File: src/logic/hbp_pkg.sv
// constants, field layouts and helpers of the half-bridge pwm control
package hbp_pkg;

  // ---------------------------------------------------------------
  // timing
  // ---------------------------------------------------------------
  localparam int CLK_PERIOD_NS     = 100;
  localparam int BD_PERIOD_NS      = 1000;
  localparam int BD_DIV_CYC        = (BD_PERIOD_NS + CLK_PERIOD_NS - 1)
                                     / CLK_PERIOD_NS;
  localparam int SYNC_STAGES       = 2;
  localparam int INPUT_SYNC_DELAY  = SYNC_STAGES;
  localparam int CNT_W             = 4;
  localparam logic [3:0] CHG_TICKS  = 4'h4;
  localparam logic [3:0] DCHG_TICKS = 4'h4;
  localparam logic [3:0] FW_TICKS   = 4'h4;

  // ---------------------------------------------------------------
  // current codes
  // ---------------------------------------------------------------
  localparam int CODE_W              = 6;
  localparam logic [5:0] CODE_MIN     = 6'h00;
  localparam logic [5:0] HARD_OFF_CODE = 6'h3f;
  localparam logic [5:0] HOLD_CODE_LO = 6'h0f;
  localparam logic [5:0] HOLD_CODE_HI = 6'h14;

  // ---------------------------------------------------------------
  // register map (word index = byte address / 4)
  // ---------------------------------------------------------------
  localparam int ADDR_W          = 8;
  localparam int NUM_BRIDGES     = 3;
  localparam int GENERAL_CONTROL = 0;
  localparam int HB_MODE_CTRL    = 1;
  localparam int MAX_CURRENT_CFG = 2;
  localparam int CHARGE_CUR_CFG  = 3;
  localparam int DISCHG_CUR_CFG  = 4;
  localparam int FW_CUR_CFG      = 5;
  localparam int PRECHARGE_TIME  = 6;
  localparam int PCHG_INIT_CFG   = 7;
  localparam int PDCHG_INIT_CFG  = 8;
  localparam int CFG_N           = 9;
  localparam int GATE_STATUS     = 9;
  localparam int PCHG_ADAPT_STAT = 10;
  localparam int PDCHG_ADAPT_STAT = 11;

  localparam logic [31:0] CFG_MASK [CFG_N] = '{
    32'h0000_001f, 32'h0000_0fff, 32'h003f_3f3f, 32'h003f_3f3f,
    32'h003f_3f3f, 32'h003f_3f3f, 32'h00ff_ffff, 32'h003f_3f3f,
    32'h003f_3f3f};
  localparam logic [31:0] CFG_RST [CFG_N] = '{
    32'h0000_0000, 32'h0000_0000, 32'h003f_3f3f, 32'h0020_2020,
    32'h0020_2020, 32'h0010_1010, 32'h0022_2222, 32'h0010_1010,
    32'h0010_1010};

  // ---------------------------------------------------------------
  // field positions
  // ---------------------------------------------------------------
  localparam int GC_POCD_BIT   = 0;
  localparam int GC_HOLD_BIT   = 1;
  localparam int GC_AGC_LSB    = 2;
  localparam int GC_PWMNB_BIT  = 4;
  localparam int HBM_STRIDE    = 4;
  localparam int HBM_MODE_LSB  = 0;
  localparam int HBM_EN_BIT    = 2;
  localparam int HBM_AFW_BIT   = 3;
  localparam int BYTE_STRIDE   = 8;
  localparam int PDCHG_T_LSB   = 4;
  localparam int ST_PWM_LSB    = 8;

  typedef enum logic [1:0] {
    HBM_PASSIVE_OFF, HBM_LS_PWM, HBM_HS_PWM, HBM_ACTIVE_OFF
  } hbp_mode_t;

  // limit a code to the configured maximum
  function automatic logic [5:0] hbp_clamp(input logic [5:0] v,
                                           input logic [5:0] mx);
    hbp_clamp = (v > mx) ? mx : v;
  endfunction

endpackage

File: src/logic/hbp_cfg_if.sv
// configuration bundle handed from the register bank to one bridge leg
interface hbp_cfg_if;
  import hbp_pkg::*;
  hbp_mode_t   mode;
  logic        pwm_en;
  logic        active_freewheel_enable;
  logic        pwm_input_count_select;
  logic [1:0]  adaptive_gate_control_sel;
  logic        pocd;
  logic        hold_sel;
  logic [5:0]  max_cur;
  logic [5:0]  chg_cur;
  logic [5:0]  dchg_cur;
  logic [5:0]  fw_cur;
  logic [3:0]  tpchg;
  logic [3:0]  tpdchg;
  logic [5:0]  pinit;
  logic [5:0]  pdinit;
  modport ctrl (output mode, pwm_en, active_freewheel_enable, pwm_input_count_select, adaptive_gate_control_sel, pocd, hold_sel,
                max_cur, chg_cur, dchg_cur, fw_cur, tpchg, tpdchg,
                pinit, pdinit);
  modport leg  (input mode, pwm_en, active_freewheel_enable, pwm_input_count_select, adaptive_gate_control_sel, pocd, hold_sel,
                max_cur, chg_cur, dchg_cur, fw_cur, tpchg, tpdchg,
                pinit, pdinit);
endinterface

File: src/logic/hbp_sync.sv
// two-stage synchroniser for asynchronous inputs
module hbp_sync
  import hbp_pkg::*;
#(
  parameter int W = 1
)(
  // clock and reset
  input  wire logic         ref_clk,
  input  wire logic         nrst,
  // data
  input  wire logic [W-1:0] d,
  output logic      [W-1:0] q
);
  logic [W-1:0] s1_reg;
  logic [W-1:0] s2_reg;

  always_ff @(posedge ref_clk or negedge nrst)
  begin
    if (!nrst)
    begin
      s1_reg <= '0;
      s2_reg <= '0;
    end
    else
    begin
      s1_reg <= d;
      s2_reg <= s1_reg;
    end
  end

  assign q = s2_reg;
endmodule

File: src/logic/hbp_leg.sv
// gate sequencer of one half-bridge: pwm switch phases and free-wheeling
module hbp_leg
  import hbp_pkg::*;
(
  // clock and reset
  input  wire logic ref_clk,
  input  wire logic nrst,
  input  wire logic bd_tick,
  // control
  input  wire logic pwm,
  input  wire logic ton_slow,
  input  wire logic toff_slow,
  hbp_cfg_if.leg    cfg,
  // gate drive
  output logic       hs_on,
  output logic       hs_src,
  output logic [5:0] hs_code,
  output logic       ls_on,
  output logic       ls_src,
  output logic [5:0] ls_code,
  output logic [5:0] pchg_code,
  output logic [5:0] pdchg_code
);
  typedef enum logic [2:0] {
    S_OFF, S_PRE_ON, S_CHG, S_POST, S_ON, S_PRE_OFF, S_DCHG
  } hbp_leg_state_t;

  hbp_leg_state_t state_reg, state_next;
  logic [3:0] cnt_reg, cnt_next, fw_cnt_reg, fw_cnt_next;
  logic [5:0] ramp_reg, ramp_next, pc_reg, pc_next, pd_reg, pd_next;
  logic       fw_on_reg, fw_on_next;
  logic       pwm_ctrl, static_on, cmd_on, afw_act, want_fw, forced;
  logic       pre_on_skip, pre_off_skip, last, is_on_side, main_hs;
  logic       m_on, m_src, o_on, o_src;
  logic [5:0] hold, m_code, o_code;

  always_comb
  begin
    pwm_ctrl  = cfg.pwm_en && !cfg.pwm_input_count_select
                && (cfg.mode == HBM_LS_PWM || cfg.mode == HBM_HS_PWM);
    // six-input pwm is not served: an enabled bridge there stays off
    static_on = (cfg.mode == HBM_LS_PWM || cfg.mode == HBM_HS_PWM)
                && !cfg.pwm_en;
    cmd_on    = pwm_ctrl ? pwm : static_on;
    afw_act   = cfg.active_freewheel_enable && cfg.pwm_en && !cfg.pwm_input_count_select;
    forced    = cfg.mode == HBM_PASSIVE_OFF || cfg.mode == HBM_ACTIVE_OFF;
    main_hs   = cfg.mode == HBM_HS_PWM;
    pre_on_skip  = cfg.adaptive_gate_control_sel == 2'b00 || cfg.tpchg == '0;
    pre_off_skip = cfg.adaptive_gate_control_sel == 2'b00 || cfg.tpdchg == '0;
    last      = bd_tick && cnt_reg <= 4'h1;
    is_on_side = state_reg == S_PRE_ON || state_reg == S_CHG
                 || state_reg == S_POST || state_reg == S_ON;
    hold      = cfg.hold_sel ? HOLD_CODE_HI : HOLD_CODE_LO;
    state_next = state_reg;
    cnt_next   = (bd_tick && cnt_reg != '0) ? cnt_reg - 4'h1 : cnt_reg;
    ramp_next  = ramp_reg;
    // adaptive codes follow the initial values unless adaptation is on
    pc_next = cfg.adaptive_gate_control_sel[1] ? hbp_clamp(pc_reg, cfg.max_cur)
                         : hbp_clamp(cfg.pinit, cfg.max_cur);
    pd_next = cfg.adaptive_gate_control_sel[1] ? hbp_clamp(pd_reg, cfg.max_cur)
                         : hbp_clamp(cfg.pdinit, cfg.max_cur);
    want_fw = afw_act && pwm_ctrl && !cmd_on && state_reg == S_OFF;
    fw_on_next  = fw_on_reg;
    fw_cnt_next = (bd_tick && fw_cnt_reg != '0) ? fw_cnt_reg - 4'h1
                                                : fw_cnt_reg;
    if (forced)
    begin
      state_next  = S_OFF;
      fw_on_next  = 1'b0;
      fw_cnt_next = '0;
    end
    else if (want_fw != fw_on_reg)
    begin
      fw_on_next  = want_fw;
      fw_cnt_next = FW_TICKS;
    end
    else if (is_on_side && !cmd_on)
    begin
      state_next = pre_off_skip ? S_DCHG : S_PRE_OFF;
      cnt_next   = pre_off_skip ? DCHG_TICKS : cfg.tpdchg;
    end
    else
    begin
      case (state_reg)
        S_OFF:
        if (cmd_on && !fw_on_reg && fw_cnt_reg == '0)
        begin
          state_next = pre_on_skip ? S_CHG : S_PRE_ON;
          cnt_next   = pre_on_skip ? CHG_TICKS : cfg.tpchg;
        end
        S_PRE_ON:
        if (last)
        begin
          state_next = S_CHG;
          cnt_next   = CHG_TICKS;
          if (cfg.adaptive_gate_control_sel[1] && ton_slow && pc_reg < cfg.max_cur)
            pc_next = pc_reg + 6'h01;
          else if (cfg.adaptive_gate_control_sel[1] && !ton_slow && pc_reg > CODE_MIN)
            pc_next = pc_reg - 6'h01;
        end
        S_CHG:
        begin
          ramp_next = cfg.chg_cur;
          if (last)
            state_next = cfg.pocd ? S_ON : S_POST;
        end
        S_POST:
        if (ramp_reg >= cfg.max_cur)
          state_next = S_ON;
        else if (bd_tick)
          ramp_next = ramp_reg + 6'h01;
        S_ON:
          ramp_next = cfg.pocd ? cfg.chg_cur : ramp_reg;
        S_PRE_OFF:
        if (last)
        begin
          state_next = S_DCHG;
          cnt_next   = DCHG_TICKS;
          if (cfg.adaptive_gate_control_sel[1] && toff_slow && pd_reg < cfg.max_cur)
            pd_next = pd_reg + 6'h01;
          else if (cfg.adaptive_gate_control_sel[1] && !toff_slow && pd_reg > CODE_MIN)
            pd_next = pd_reg - 6'h01;
        end
        S_DCHG:
        if (last)
          state_next = S_OFF;
        default:
          state_next = S_OFF;
      endcase
    end
  end

  always_ff @(posedge ref_clk or negedge nrst)
  begin
    if (!nrst)
    begin
      state_reg  <= S_OFF;
      cnt_reg    <= '0;
      ramp_reg   <= '0;
      pc_reg     <= '0;
      pd_reg     <= '0;
      fw_on_reg  <= 1'b0;
      fw_cnt_reg <= '0;
    end
    else
    begin
      state_reg  <= state_next;
      cnt_reg    <= cnt_next;
      ramp_reg   <= ramp_next;
      pc_reg     <= pc_next;
      pd_reg     <= pd_next;
      fw_on_reg  <= fw_on_next;
      fw_cnt_reg <= fw_cnt_next;
    end
  end

  // ---------------------------------------------------------------
  // drive of the pwm switch and of the opposite switch
  // ---------------------------------------------------------------
  always_comb
  begin
    m_on   = is_on_side;
    m_src  = is_on_side;
    case (state_reg)
      S_PRE_ON:  m_code = pc_reg;
      S_CHG:     m_code = cfg.chg_cur;
      S_POST:    m_code = ramp_reg;
      S_ON:      m_code = ramp_reg;
      S_PRE_OFF: m_code = pd_reg;
      S_DCHG:    m_code = cfg.dchg_cur;
      default:   m_code = hold;
    endcase
    o_on  = fw_on_reg;
    o_src = fw_on_reg;
    if (fw_cnt_reg != '0)
      o_code = cfg.fw_cur;
    else if (!fw_on_reg && (state_reg == S_PRE_ON || state_reg == S_CHG))
      o_code = HARD_OFF_CODE;
    else
      o_code = hold;
    hs_on = main_hs ? m_on : o_on;
    hs_src = main_hs ? m_src : o_src;
    hs_code = main_hs ? m_code : o_code;
    ls_on = main_hs ? o_on : m_on;
    ls_src = main_hs ? o_src : m_src;
    ls_code = main_hs ? o_code : m_code;
    if (cfg.mode == HBM_PASSIVE_OFF)
    begin
      {hs_on, hs_src, ls_on, ls_src} = 4'h0;
      hs_code = CODE_MIN;
      ls_code = CODE_MIN;
    end
    else if (cfg.mode == HBM_ACTIVE_OFF)
    begin
      {hs_on, hs_src, ls_on, ls_src} = 4'h0;
      hs_code = hold;
      ls_code = hold;
    end
    pchg_code  = pc_reg;
    pdchg_code = pd_reg;
  end
endmodule

File: src/logic/hbp_top.sv
// register bank, pwm input mapping and three half-bridge gate sequencers
//------------------------------------------------------------------------
//------------------------------------------------------------------------
//
// The address-and-strobe port and the register offsets were left to the implementer.
module hbp_top
  import hbp_pkg::*;
#(
  parameter int BD_DIV = BD_DIV_CYC
)(
  // clock and reset
  input  wire logic                ref_clk,
  input  wire logic                nrst,
  // register port
  input  wire logic [ADDR_W-1:0]   reg_addr,
  input  wire logic [31:0]         reg_wdata,
  input  wire logic                reg_wr,
  input  wire logic                reg_rd,
  output logic      [31:0]         reg_rdata,
  // pwm pins
  input  wire logic                pwm_in_a,
  input  wire logic                pwm_in_b,
  input  wire logic                pwm_in_c,
  input  wire logic                pwm_in_d,
  input  wire logic                pwm_in_e,
  input  wire logic                pwm_in_f,
  // switching-time comparators, one per bridge
  input  wire logic [2:0]          ton_slow,
  input  wire logic [2:0]          toff_slow,
  // gate drive, one entry per bridge
  output logic      [2:0]          hs_on,
  output logic      [2:0]          hs_src,
  output logic      [2:0][5:0]     hs_code,
  output logic      [2:0]          ls_on,
  output logic      [2:0]          ls_src,
  output logic      [2:0][5:0]     ls_code
);

  //----------------------------------------------------------------------
  // elaboration checks
  //----------------------------------------------------------------------
  if (BD_DIV < 1 || BD_DIV > 255)
  begin : g_bad_div
    $error("bridge clock divider out of range");
  end

  //----------------------------------------------------------------------
  // declarations
  //----------------------------------------------------------------------
  localparam int SYNC_W = 12;

  logic [31:0]       cfg_reg   [CFG_N];
  logic [31:0]       cfg_next  [CFG_N];
  logic [31:0]       rdata_reg;
  logic [31:0]       rdata_next;
  logic [7:0]        bd_cnt_reg;
  logic [7:0]        bd_cnt_next;
  logic              bd_tick_reg;
  logic              bd_tick_next;
  logic [SYNC_W-1:0] sync_in;
  logic [SYNC_W-1:0] sync_out;
  logic [5:0]        pwm_s;
  logic [2:0]        ton_s;
  logic [2:0]        toff_s;
  logic [2:0]        pwm_sel;
  logic [2:0]        l_hs_on;
  logic [2:0]        l_hs_src;
  logic [2:0][5:0]   l_hs_code;
  logic [2:0]        l_ls_on;
  logic [2:0]        l_ls_src;
  logic [2:0][5:0]   l_ls_code;
  logic [2:0][5:0]   l_pc;
  logic [2:0][5:0]   l_pd;
  logic [2:0]        hs_on_reg;
  logic [2:0]        hs_src_reg;
  logic [2:0][5:0]   hs_code_reg;
  logic [2:0]        ls_on_reg;
  logic [2:0]        ls_src_reg;
  logic [2:0][5:0]   ls_code_reg;
  logic [31:0]       status_word;
  logic [31:0]       pc_word;
  logic [31:0]       pd_word;

  //----------------------------------------------------------------------
  // address decoding
  //----------------------------------------------------------------------
  // misaligned addresses hit nothing: writes are dropped, reads give zero
  function automatic logic word_hit(input logic [ADDR_W-1:0] a,
                                    input int idx);
    word_hit = a[1:0] == 2'b00
               && a[ADDR_W-1:2] == idx[ADDR_W-3:0];
  endfunction

  function automatic logic [5:0] byte_field(input logic [31:0] w,
                                            input int b);
    byte_field = w[b*BYTE_STRIDE +: CODE_W];
  endfunction

  //----------------------------------------------------------------------
  // input synchronisation
  //----------------------------------------------------------------------
  // the comparators sit in the analog domain, so they share the flops
  assign sync_in = {toff_slow, ton_slow, pwm_in_f, pwm_in_e, pwm_in_d,
                    pwm_in_c, pwm_in_b, pwm_in_a};

  hbp_sync #(
    .W (SYNC_W)
  ) u_sync (
    .ref_clk (ref_clk),
    .nrst    (nrst),
    .d       (sync_in),
    .q       (sync_out)
  );

  assign pwm_s  = sync_out[5:0];
  assign ton_s  = sync_out[8:6];
  assign toff_s = sync_out[11:9];

  //----------------------------------------------------------------------
  // register bank
  //----------------------------------------------------------------------
  always_comb
  begin
    for (int i = 0; i < CFG_N; i++)
    begin
      cfg_next[i] = cfg_reg[i];
      if (reg_wr && word_hit(reg_addr, i))
        cfg_next[i] = reg_wdata & CFG_MASK[i];
    end
  end

  always_comb
  begin
    status_word = '0;
    pc_word     = '0;
    pd_word     = '0;
    for (int b = 0; b < NUM_BRIDGES; b++)
    begin
      status_word[2*b]     = hs_on_reg[b];
      status_word[2*b + 1] = ls_on_reg[b];
      pc_word[b*BYTE_STRIDE +: CODE_W] = l_pc[b];
      pd_word[b*BYTE_STRIDE +: CODE_W] = l_pd[b];
    end
    status_word[ST_PWM_LSB +: 6] = pwm_s;
  end

  always_comb
  begin
    rdata_next = '0;
    if (reg_rd)
    begin
      for (int i = 0; i < CFG_N; i++)
        if (word_hit(reg_addr, i))
          rdata_next = cfg_reg[i];
      if (word_hit(reg_addr, GATE_STATUS))
        rdata_next = status_word;
      if (word_hit(reg_addr, PCHG_ADAPT_STAT))
        rdata_next = pc_word;
      if (word_hit(reg_addr, PDCHG_ADAPT_STAT))
        rdata_next = pd_word;
    end
  end

  always_ff @(posedge ref_clk or negedge nrst)
  begin
    if (!nrst)
    begin
      for (int i = 0; i < CFG_N; i++)
        cfg_reg[i] <= CFG_RST[i];
      rdata_reg <= '0;
    end
    else
    begin
      for (int i = 0; i < CFG_N; i++)
        cfg_reg[i] <= cfg_next[i];
      rdata_reg <= rdata_next;
    end
  end

  assign reg_rdata = rdata_reg;

  //----------------------------------------------------------------------
  // bridge driver clock
  //----------------------------------------------------------------------
  // a tick rather than a derived clock keeps the design in one domain
  always_comb
  begin
    bd_tick_next = bd_cnt_reg == 8'(BD_DIV - 1);
    bd_cnt_next  = bd_tick_next ? 8'h00 : bd_cnt_reg + 8'h01;
  end

  always_ff @(posedge ref_clk or negedge nrst)
  begin
    if (!nrst)
    begin
      bd_cnt_reg  <= '0;
      bd_tick_reg <= 1'b0;
    end
    else
    begin
      bd_cnt_reg  <= bd_cnt_next;
      bd_tick_reg <= bd_tick_next;
    end
  end

  //----------------------------------------------------------------------
  // bridges
  //----------------------------------------------------------------------
  for (genvar b = 0; b < NUM_BRIDGES; b++)
  begin : g_leg
    hbp_cfg_if cfg_if ();

    // bridge b follows input a, c or e; b, d and f drive no bridge and only appear in the gate status word
    assign pwm_sel[b] = pwm_s[2*b];

    assign cfg_if.mode     = hbp_mode_t'(cfg_reg[HB_MODE_CTRL]
                             [b*HBM_STRIDE + HBM_MODE_LSB +: 2]);
    assign cfg_if.pwm_en   = cfg_reg[HB_MODE_CTRL]
                             [b*HBM_STRIDE + HBM_EN_BIT];
    assign cfg_if.active_freewheel_enable      = cfg_reg[HB_MODE_CTRL]
                             [b*HBM_STRIDE + HBM_AFW_BIT];
    assign cfg_if.pwm_input_count_select   = cfg_reg[GENERAL_CONTROL][GC_PWMNB_BIT];
    assign cfg_if.adaptive_gate_control_sel      = cfg_reg[GENERAL_CONTROL][GC_AGC_LSB +: 2];
    assign cfg_if.pocd     = cfg_reg[GENERAL_CONTROL][GC_POCD_BIT];
    assign cfg_if.hold_sel = cfg_reg[GENERAL_CONTROL][GC_HOLD_BIT];
    assign cfg_if.max_cur  = byte_field(cfg_reg[MAX_CURRENT_CFG], b);
    assign cfg_if.chg_cur  = byte_field(cfg_reg[CHARGE_CUR_CFG], b);
    assign cfg_if.dchg_cur = byte_field(cfg_reg[DISCHG_CUR_CFG], b);
    assign cfg_if.fw_cur   = byte_field(cfg_reg[FW_CUR_CFG], b);
    assign cfg_if.tpchg    = cfg_reg[PRECHARGE_TIME][b*BYTE_STRIDE +: 4];
    assign cfg_if.tpdchg   = cfg_reg[PRECHARGE_TIME]
                             [b*BYTE_STRIDE + PDCHG_T_LSB +: 4];
    assign cfg_if.pinit    = byte_field(cfg_reg[PCHG_INIT_CFG], b);
    assign cfg_if.pdinit   = byte_field(cfg_reg[PDCHG_INIT_CFG], b);

    hbp_leg u_leg (
      .ref_clk    (ref_clk),
      .nrst       (nrst),
      .bd_tick    (bd_tick_reg),
      .pwm        (pwm_sel[b]),
      .ton_slow   (ton_s[b]),
      .toff_slow  (toff_s[b]),
      .cfg        (cfg_if.leg),
      .hs_on      (l_hs_on[b]),
      .hs_src     (l_hs_src[b]),
      .hs_code    (l_hs_code[b]),
      .ls_on      (l_ls_on[b]),
      .ls_src     (l_ls_src[b]),
      .ls_code    (l_ls_code[b]),
      .pchg_code  (l_pc[b]),
      .pdchg_code (l_pd[b])
    );
  end

  //----------------------------------------------------------------------
  // output registers
  //----------------------------------------------------------------------
  // one flop stage keeps the analog drivers free of decode glitches
  always_ff @(posedge ref_clk or negedge nrst)
  begin
    if (!nrst)
    begin
      hs_on_reg   <= '0;
      hs_src_reg  <= '0;
      hs_code_reg <= '0;
      ls_on_reg   <= '0;
      ls_src_reg  <= '0;
      ls_code_reg <= '0;
    end
    else
    begin
      hs_on_reg   <= l_hs_on;
      hs_src_reg  <= l_hs_src;
      hs_code_reg <= l_hs_code;
      ls_on_reg   <= l_ls_on;
      ls_src_reg  <= l_ls_src;
      ls_code_reg <= l_ls_code;
    end
  end

  assign hs_on   = hs_on_reg;
  assign hs_src  = hs_src_reg;
  assign hs_code = hs_code_reg;
  assign ls_on   = ls_on_reg;
  assign ls_src  = ls_src_reg;
  assign ls_code = ls_code_reg;

endmodule

File: config.mk
export PLATFORM = sky130hd
export DESIGN_NAME = hbp_top
export DESIGN_NICKNAME = d
export VERILOG_FILES = /design/src/logic/hbp_pkg.sv /design/src/logic/hbp_cfg_if.sv /design/src/logic/hbp_sync.sv /design/src/logic/hbp_leg.sv /design/src/logic/hbp_top.sv
export SDC_FILE = /design/constraint.sdc
export NUM_CORES = 1
export LEC_CHECK = 0
export BUFFER_PORTS_ARGS = -buffer_cell sky130_fd_sc_hd__buf_2
export CORE_MARGIN = 3
export CORE_UTILIZATION = 62
export DETAILED_ROUTE_END_ITERATION = 10
export GPL_ROUTABILITY_DRIVEN = 0
export PLACE_DENSITY = 0.79
export SYNTH_ARGS = -nofsm -noshare
export SYNTH_HDL_FRONTEND = slang
export SYNTH_SLANG_ARGS = --single-unit
File: constraint.sdc
create_clock -name ref_clk -period 3.1 [get_ports ref_clk]
set_clock_uncertainty 0.1 [all_clocks]
set_input_delay 0.31 -clock ref_clk [delete_from_list [all_inputs] [get_ports ref_clk]]
set_output_delay 0.31 -clock ref_clk [all_outputs]
set_load 0.01 [all_outputs]
==> run_results.csv <==
group,metric,value,unit
final_layout,area_delta_synth_final,14.1,%
critical_path,r2r.worst_path.cells,9,
synth,synthCells,2482,
placed_design,dpl.hpwl,52700,um
global_routing,antenna_found_initial,4,
timing,hold_slack,23.4,ps
final_layout,final_cell_count_no_fill,3127,
clock_tree,clk_pin_slew,70,ps
synth,yosysSeqAreaShare,37.5,%
power,p_switching,0.00445,W
floorplanning,die_w,197,um
clock_tree,cts_tree,"yes",
global_routing,grt_pass1_wl,114000,um
floorplanning,die-area,0.0390,mm2
placed_design,post-place-ws,140,ps
timing,setup_ws,103,ps
global_routing,grt_use_total,37.0,%
critical_path,crit_fanout,7,
critical_path,crit_required,3460,ps
floorplanning,io_pins,136,
drt,drc,0,
drt,vias,21500,
critical_path,worstSetupEndpointType,"flop",
synth,ys_types,87,
status,status,"completed",
clock_tree,clock_sinks,338,
global_routing,grt_pass1_vias,20900,
clock_tree,cts_htree_levels,2,
global_routing,grt_overflow,0,
timing,max_freq,334,MHz
timing,tightest_slew,788,ps
final_layout,largest_reg_flops,149,
drt,ant_nets,0,
timing,fin_setup_tns,0,ps
critical_path,path_class,"reg -> reg",
synth,synth-edff-count,0,
clock_tree,insertion_delay,580,ps
critical_path,path_depth,9,
floorplanning,start_util,63.4,%
worst_hold_path,whs_path_depth,2,
critical_path,startpoint_type,"flop",
floorplanning,row_count,69,
power,power_frac_seq,37.3,%
power,p_per_area,534,mW/mm2
critical_path,crit_family,"compound AO/OA/AOI/OAI gates",
drt,viasPerCell,6.89,
worst_hold_path,hold_path_class,"in -> reg",
critical_path,cpPeakStageDelay,600,ps
timing,finalMaxSlewViolations,0,
synth,ys_seq_elements,338,
timing,finalHoldViolations,0,
power,max-vdd-ir-drop,506,uV
critical_path,path_buf_inv,1,
synth,yosys_most_used_dff,"dfrtp_1",
critical_path,path_common_cell,"nand3_1",
synth,synth-async-reset-ratio,100,%
placed_design,portBuffers,119,
timing,setup_violations,0,
final_layout,drive_gt1_share,20.7,%
critical_path,cp.arrival,3350,ps
global_routing,grt_max_degree,96,
clock_tree,cts_made_buffers,39,
critical_path,crit_slowest_cell,"dfstp_2",
drt,wire_per_inst,23.5,um
timing,fin_crit_sh,96.7,%
clock_tree,clock_path_buffers,3,
power,swShare,32.2,%
placed_design,placed_cells,3032,
floorplanning,fp.dieH,197,um
drt,firstDrtPassIters,9,
drt,wl,73500,um
power,p_leak,11.6,nW
critical_path,crit_path_cell_trace,"inv_1 -> ha_1 -> nand3_1 -> a21oi_1 -> a211oi_2 -> nand3_1 -> a2111oi_2 -> a2111oi_0 -> a221oi_1",
job,max_cap_violations,0,
final_layout,layout_common_cells,"298 x dfrtp_1, 203 x a21oi_1, 189 x nor2_1",
timing,period_needed,3000,ps
final_layout,final_common_cell,"dfrtp_1",
power,power,0.0138,W
power,p_int,0.00937,W
synth,yosysWarnings,0,
final_layout,fillers,2605,
drt,drt-initial-drc-count,2876,
floorplanning,core,0.0358,mm2
power,clkPwrFrac,37.2,%
final_layout,nNetsFinal,2823,
synth,syn_area,0.0227,mm2
critical_path,r2r_slack,100,ps
synth,syn_area_per_cell,9.15,um2
timing,slew_headroom,47.2,%
clock_tree,cts_root_buf,"clkbuf_16",
power,power_frac_comb,25.4,%
==> synth_stat cells, types with 8 or more instances <==
| cell | instances | area, um2 |
|---|---|---|
| a31oi_1 | 28 | 175 |
| nor2b_1 | 33 | 206 |
| dfstp_2 | 39 | 1020 |
| or3_1 | 18 | 113 |
| ha_1 | 134 | 1680 |
| nor3_1 | 66 | 330 |
| nand2b_1 | 27 | 169 |
| mux2i_1 | 89 | 891 |
| xnor2_1 | 20 | 175 |
| nor2_1 | 190 | 713 |
| nand3_1 | 79 | 395 |
| clkbuf_1 | 113 | 424 |
| a2111oi_0 | 9 | 78.8 |
| nor4_1 | 13 | 81.3 |
| inv_1 | 95 | 357 |
| o21a_1 | 22 | 165 |
| a221oi_1 | 19 | 166 |
| nand2_1 | 179 | 672 |
| o22ai_1 | 50 | 313 |
| a22oi_1 | 26 | 195 |
| o21ai_0 | 157 | 786 |
| o221ai_1 | 32 | 280 |
| buf_1 | 22 | 82.6 |
| a211oi_1 | 23 | 173 |
| o32ai_1 | 12 | 105 |
| and3_1 | 20 | 125 |
| dfrtp_1 | 299 | 7480 |
| xor2_1 | 12 | 105 |
| o211ai_1 | 27 | 203 |
| o41ai_1 | 8 | 70.1 |
| and2_1 | 26 | 163 |
| o2bb2ai_1 | 10 | 87.6 |
| buf_4 | 14 | 105 |
| a21o_1 | 30 | 225 |
| a211o_1 | 9 | 78.8 |
| buf_2 | 13 | 65.1 |
| o22a_1 | 8 | 70.1 |
| mux2_2 | 168 | 1890 |
| a21oi_1 | 204 | 1020 |
==> final timing paths <==
kind | endpoint | start
max reg2reg | g_leg[1].u_leg.pchg_code[0] | cfg_reg[205]
max in group asynchronous | bd_cnt_reg[3] | nrst
max | g_leg[1].u_leg.pchg_code[0] | cfg_reg[205]
min in group asynchronous | u_sync.s1_reg[8] | nrst
min | cfg_reg[12] | reg_wdata[12]
min reg2reg | u_sync.q[7] | u_sync.s1_reg[7]
==> power by group through the flow <==
| stage | combinational (W) | clock (W) | sequential [W] |
|---|---|---|---|
| 6_report | 0.00351 | 0.00515 | 0.00516 |
| 3_5_place_dp | 0.00336 | 0 | 0.00521 |
| 4_1_cts | 0.00342 | 0.00518 | 0.00514 |
| 2_1_floorplan | 0.00235 | 0 | 0.00509 |
| 5_1_grt | 0.00382 | 0.00533 | 0.00519 |
| 3_3_place_gp | 0.00318 | 0 | 0.00519 |
==> per-layer routing <==
layer	vias to the layer above	share of wire (%)	track usage (%)
met1	10300	38	48.6
met3	311	12	9.67
met5	-	0.054	0
li1	9486	-	-
met4	6	5.3	17.8
met2	1418	45	57.4
==> through the flow <==
stage / util, % / instance area (um2)
floorplan: - / 22700
global route: 72.3 / 25900
global placement: 67.7 / 24200
CTS: 72.2 / 25900
finish: 72.3 / 25900
detailed placement: 67.7 / 24200
==> area by class of cell <==
type	count	area (um2)	area share, %
antenna	2	5.00	0.0193
clock buffer	51	1090	4.22
clock inverter	21	333	1.28
inverter	97	364	1.41
multi-input combinational	1891	13200	50.9
sequential	338	8510	32.8
tap	461	577	2.23
timing repair buffer	266	1840	7.09
==> logic make-up after synthesis <==
| logic type | count (synthesis) | synth area share (%) |
|---|---|---|
| AND/OR/NAND/NOR | 697 | 14.7 |
| buffers and inverters | 260 | 4.63 |
| adder cells (fa/ha/maj) | 135 | 7.43 |
| other | 1 | 0.0165 |
| multiplexers | 259 | 12.5 |
| flip-flops | 338 | 37.5 |
| AO/OA/AOI/OAI | 760 | 22.0 |
| XOR/XNOR | 32 | 1.23 |
==> what timing repair did <==
action                     in CTS  in global routing
hold buffers                   20                  0
setup endpoints to repair       0                  6
buffers inserted                0                  1
gates resized for setup         0                  4
hold endpoints to repair      148                  0
Power figures use the tool's default switching activity.
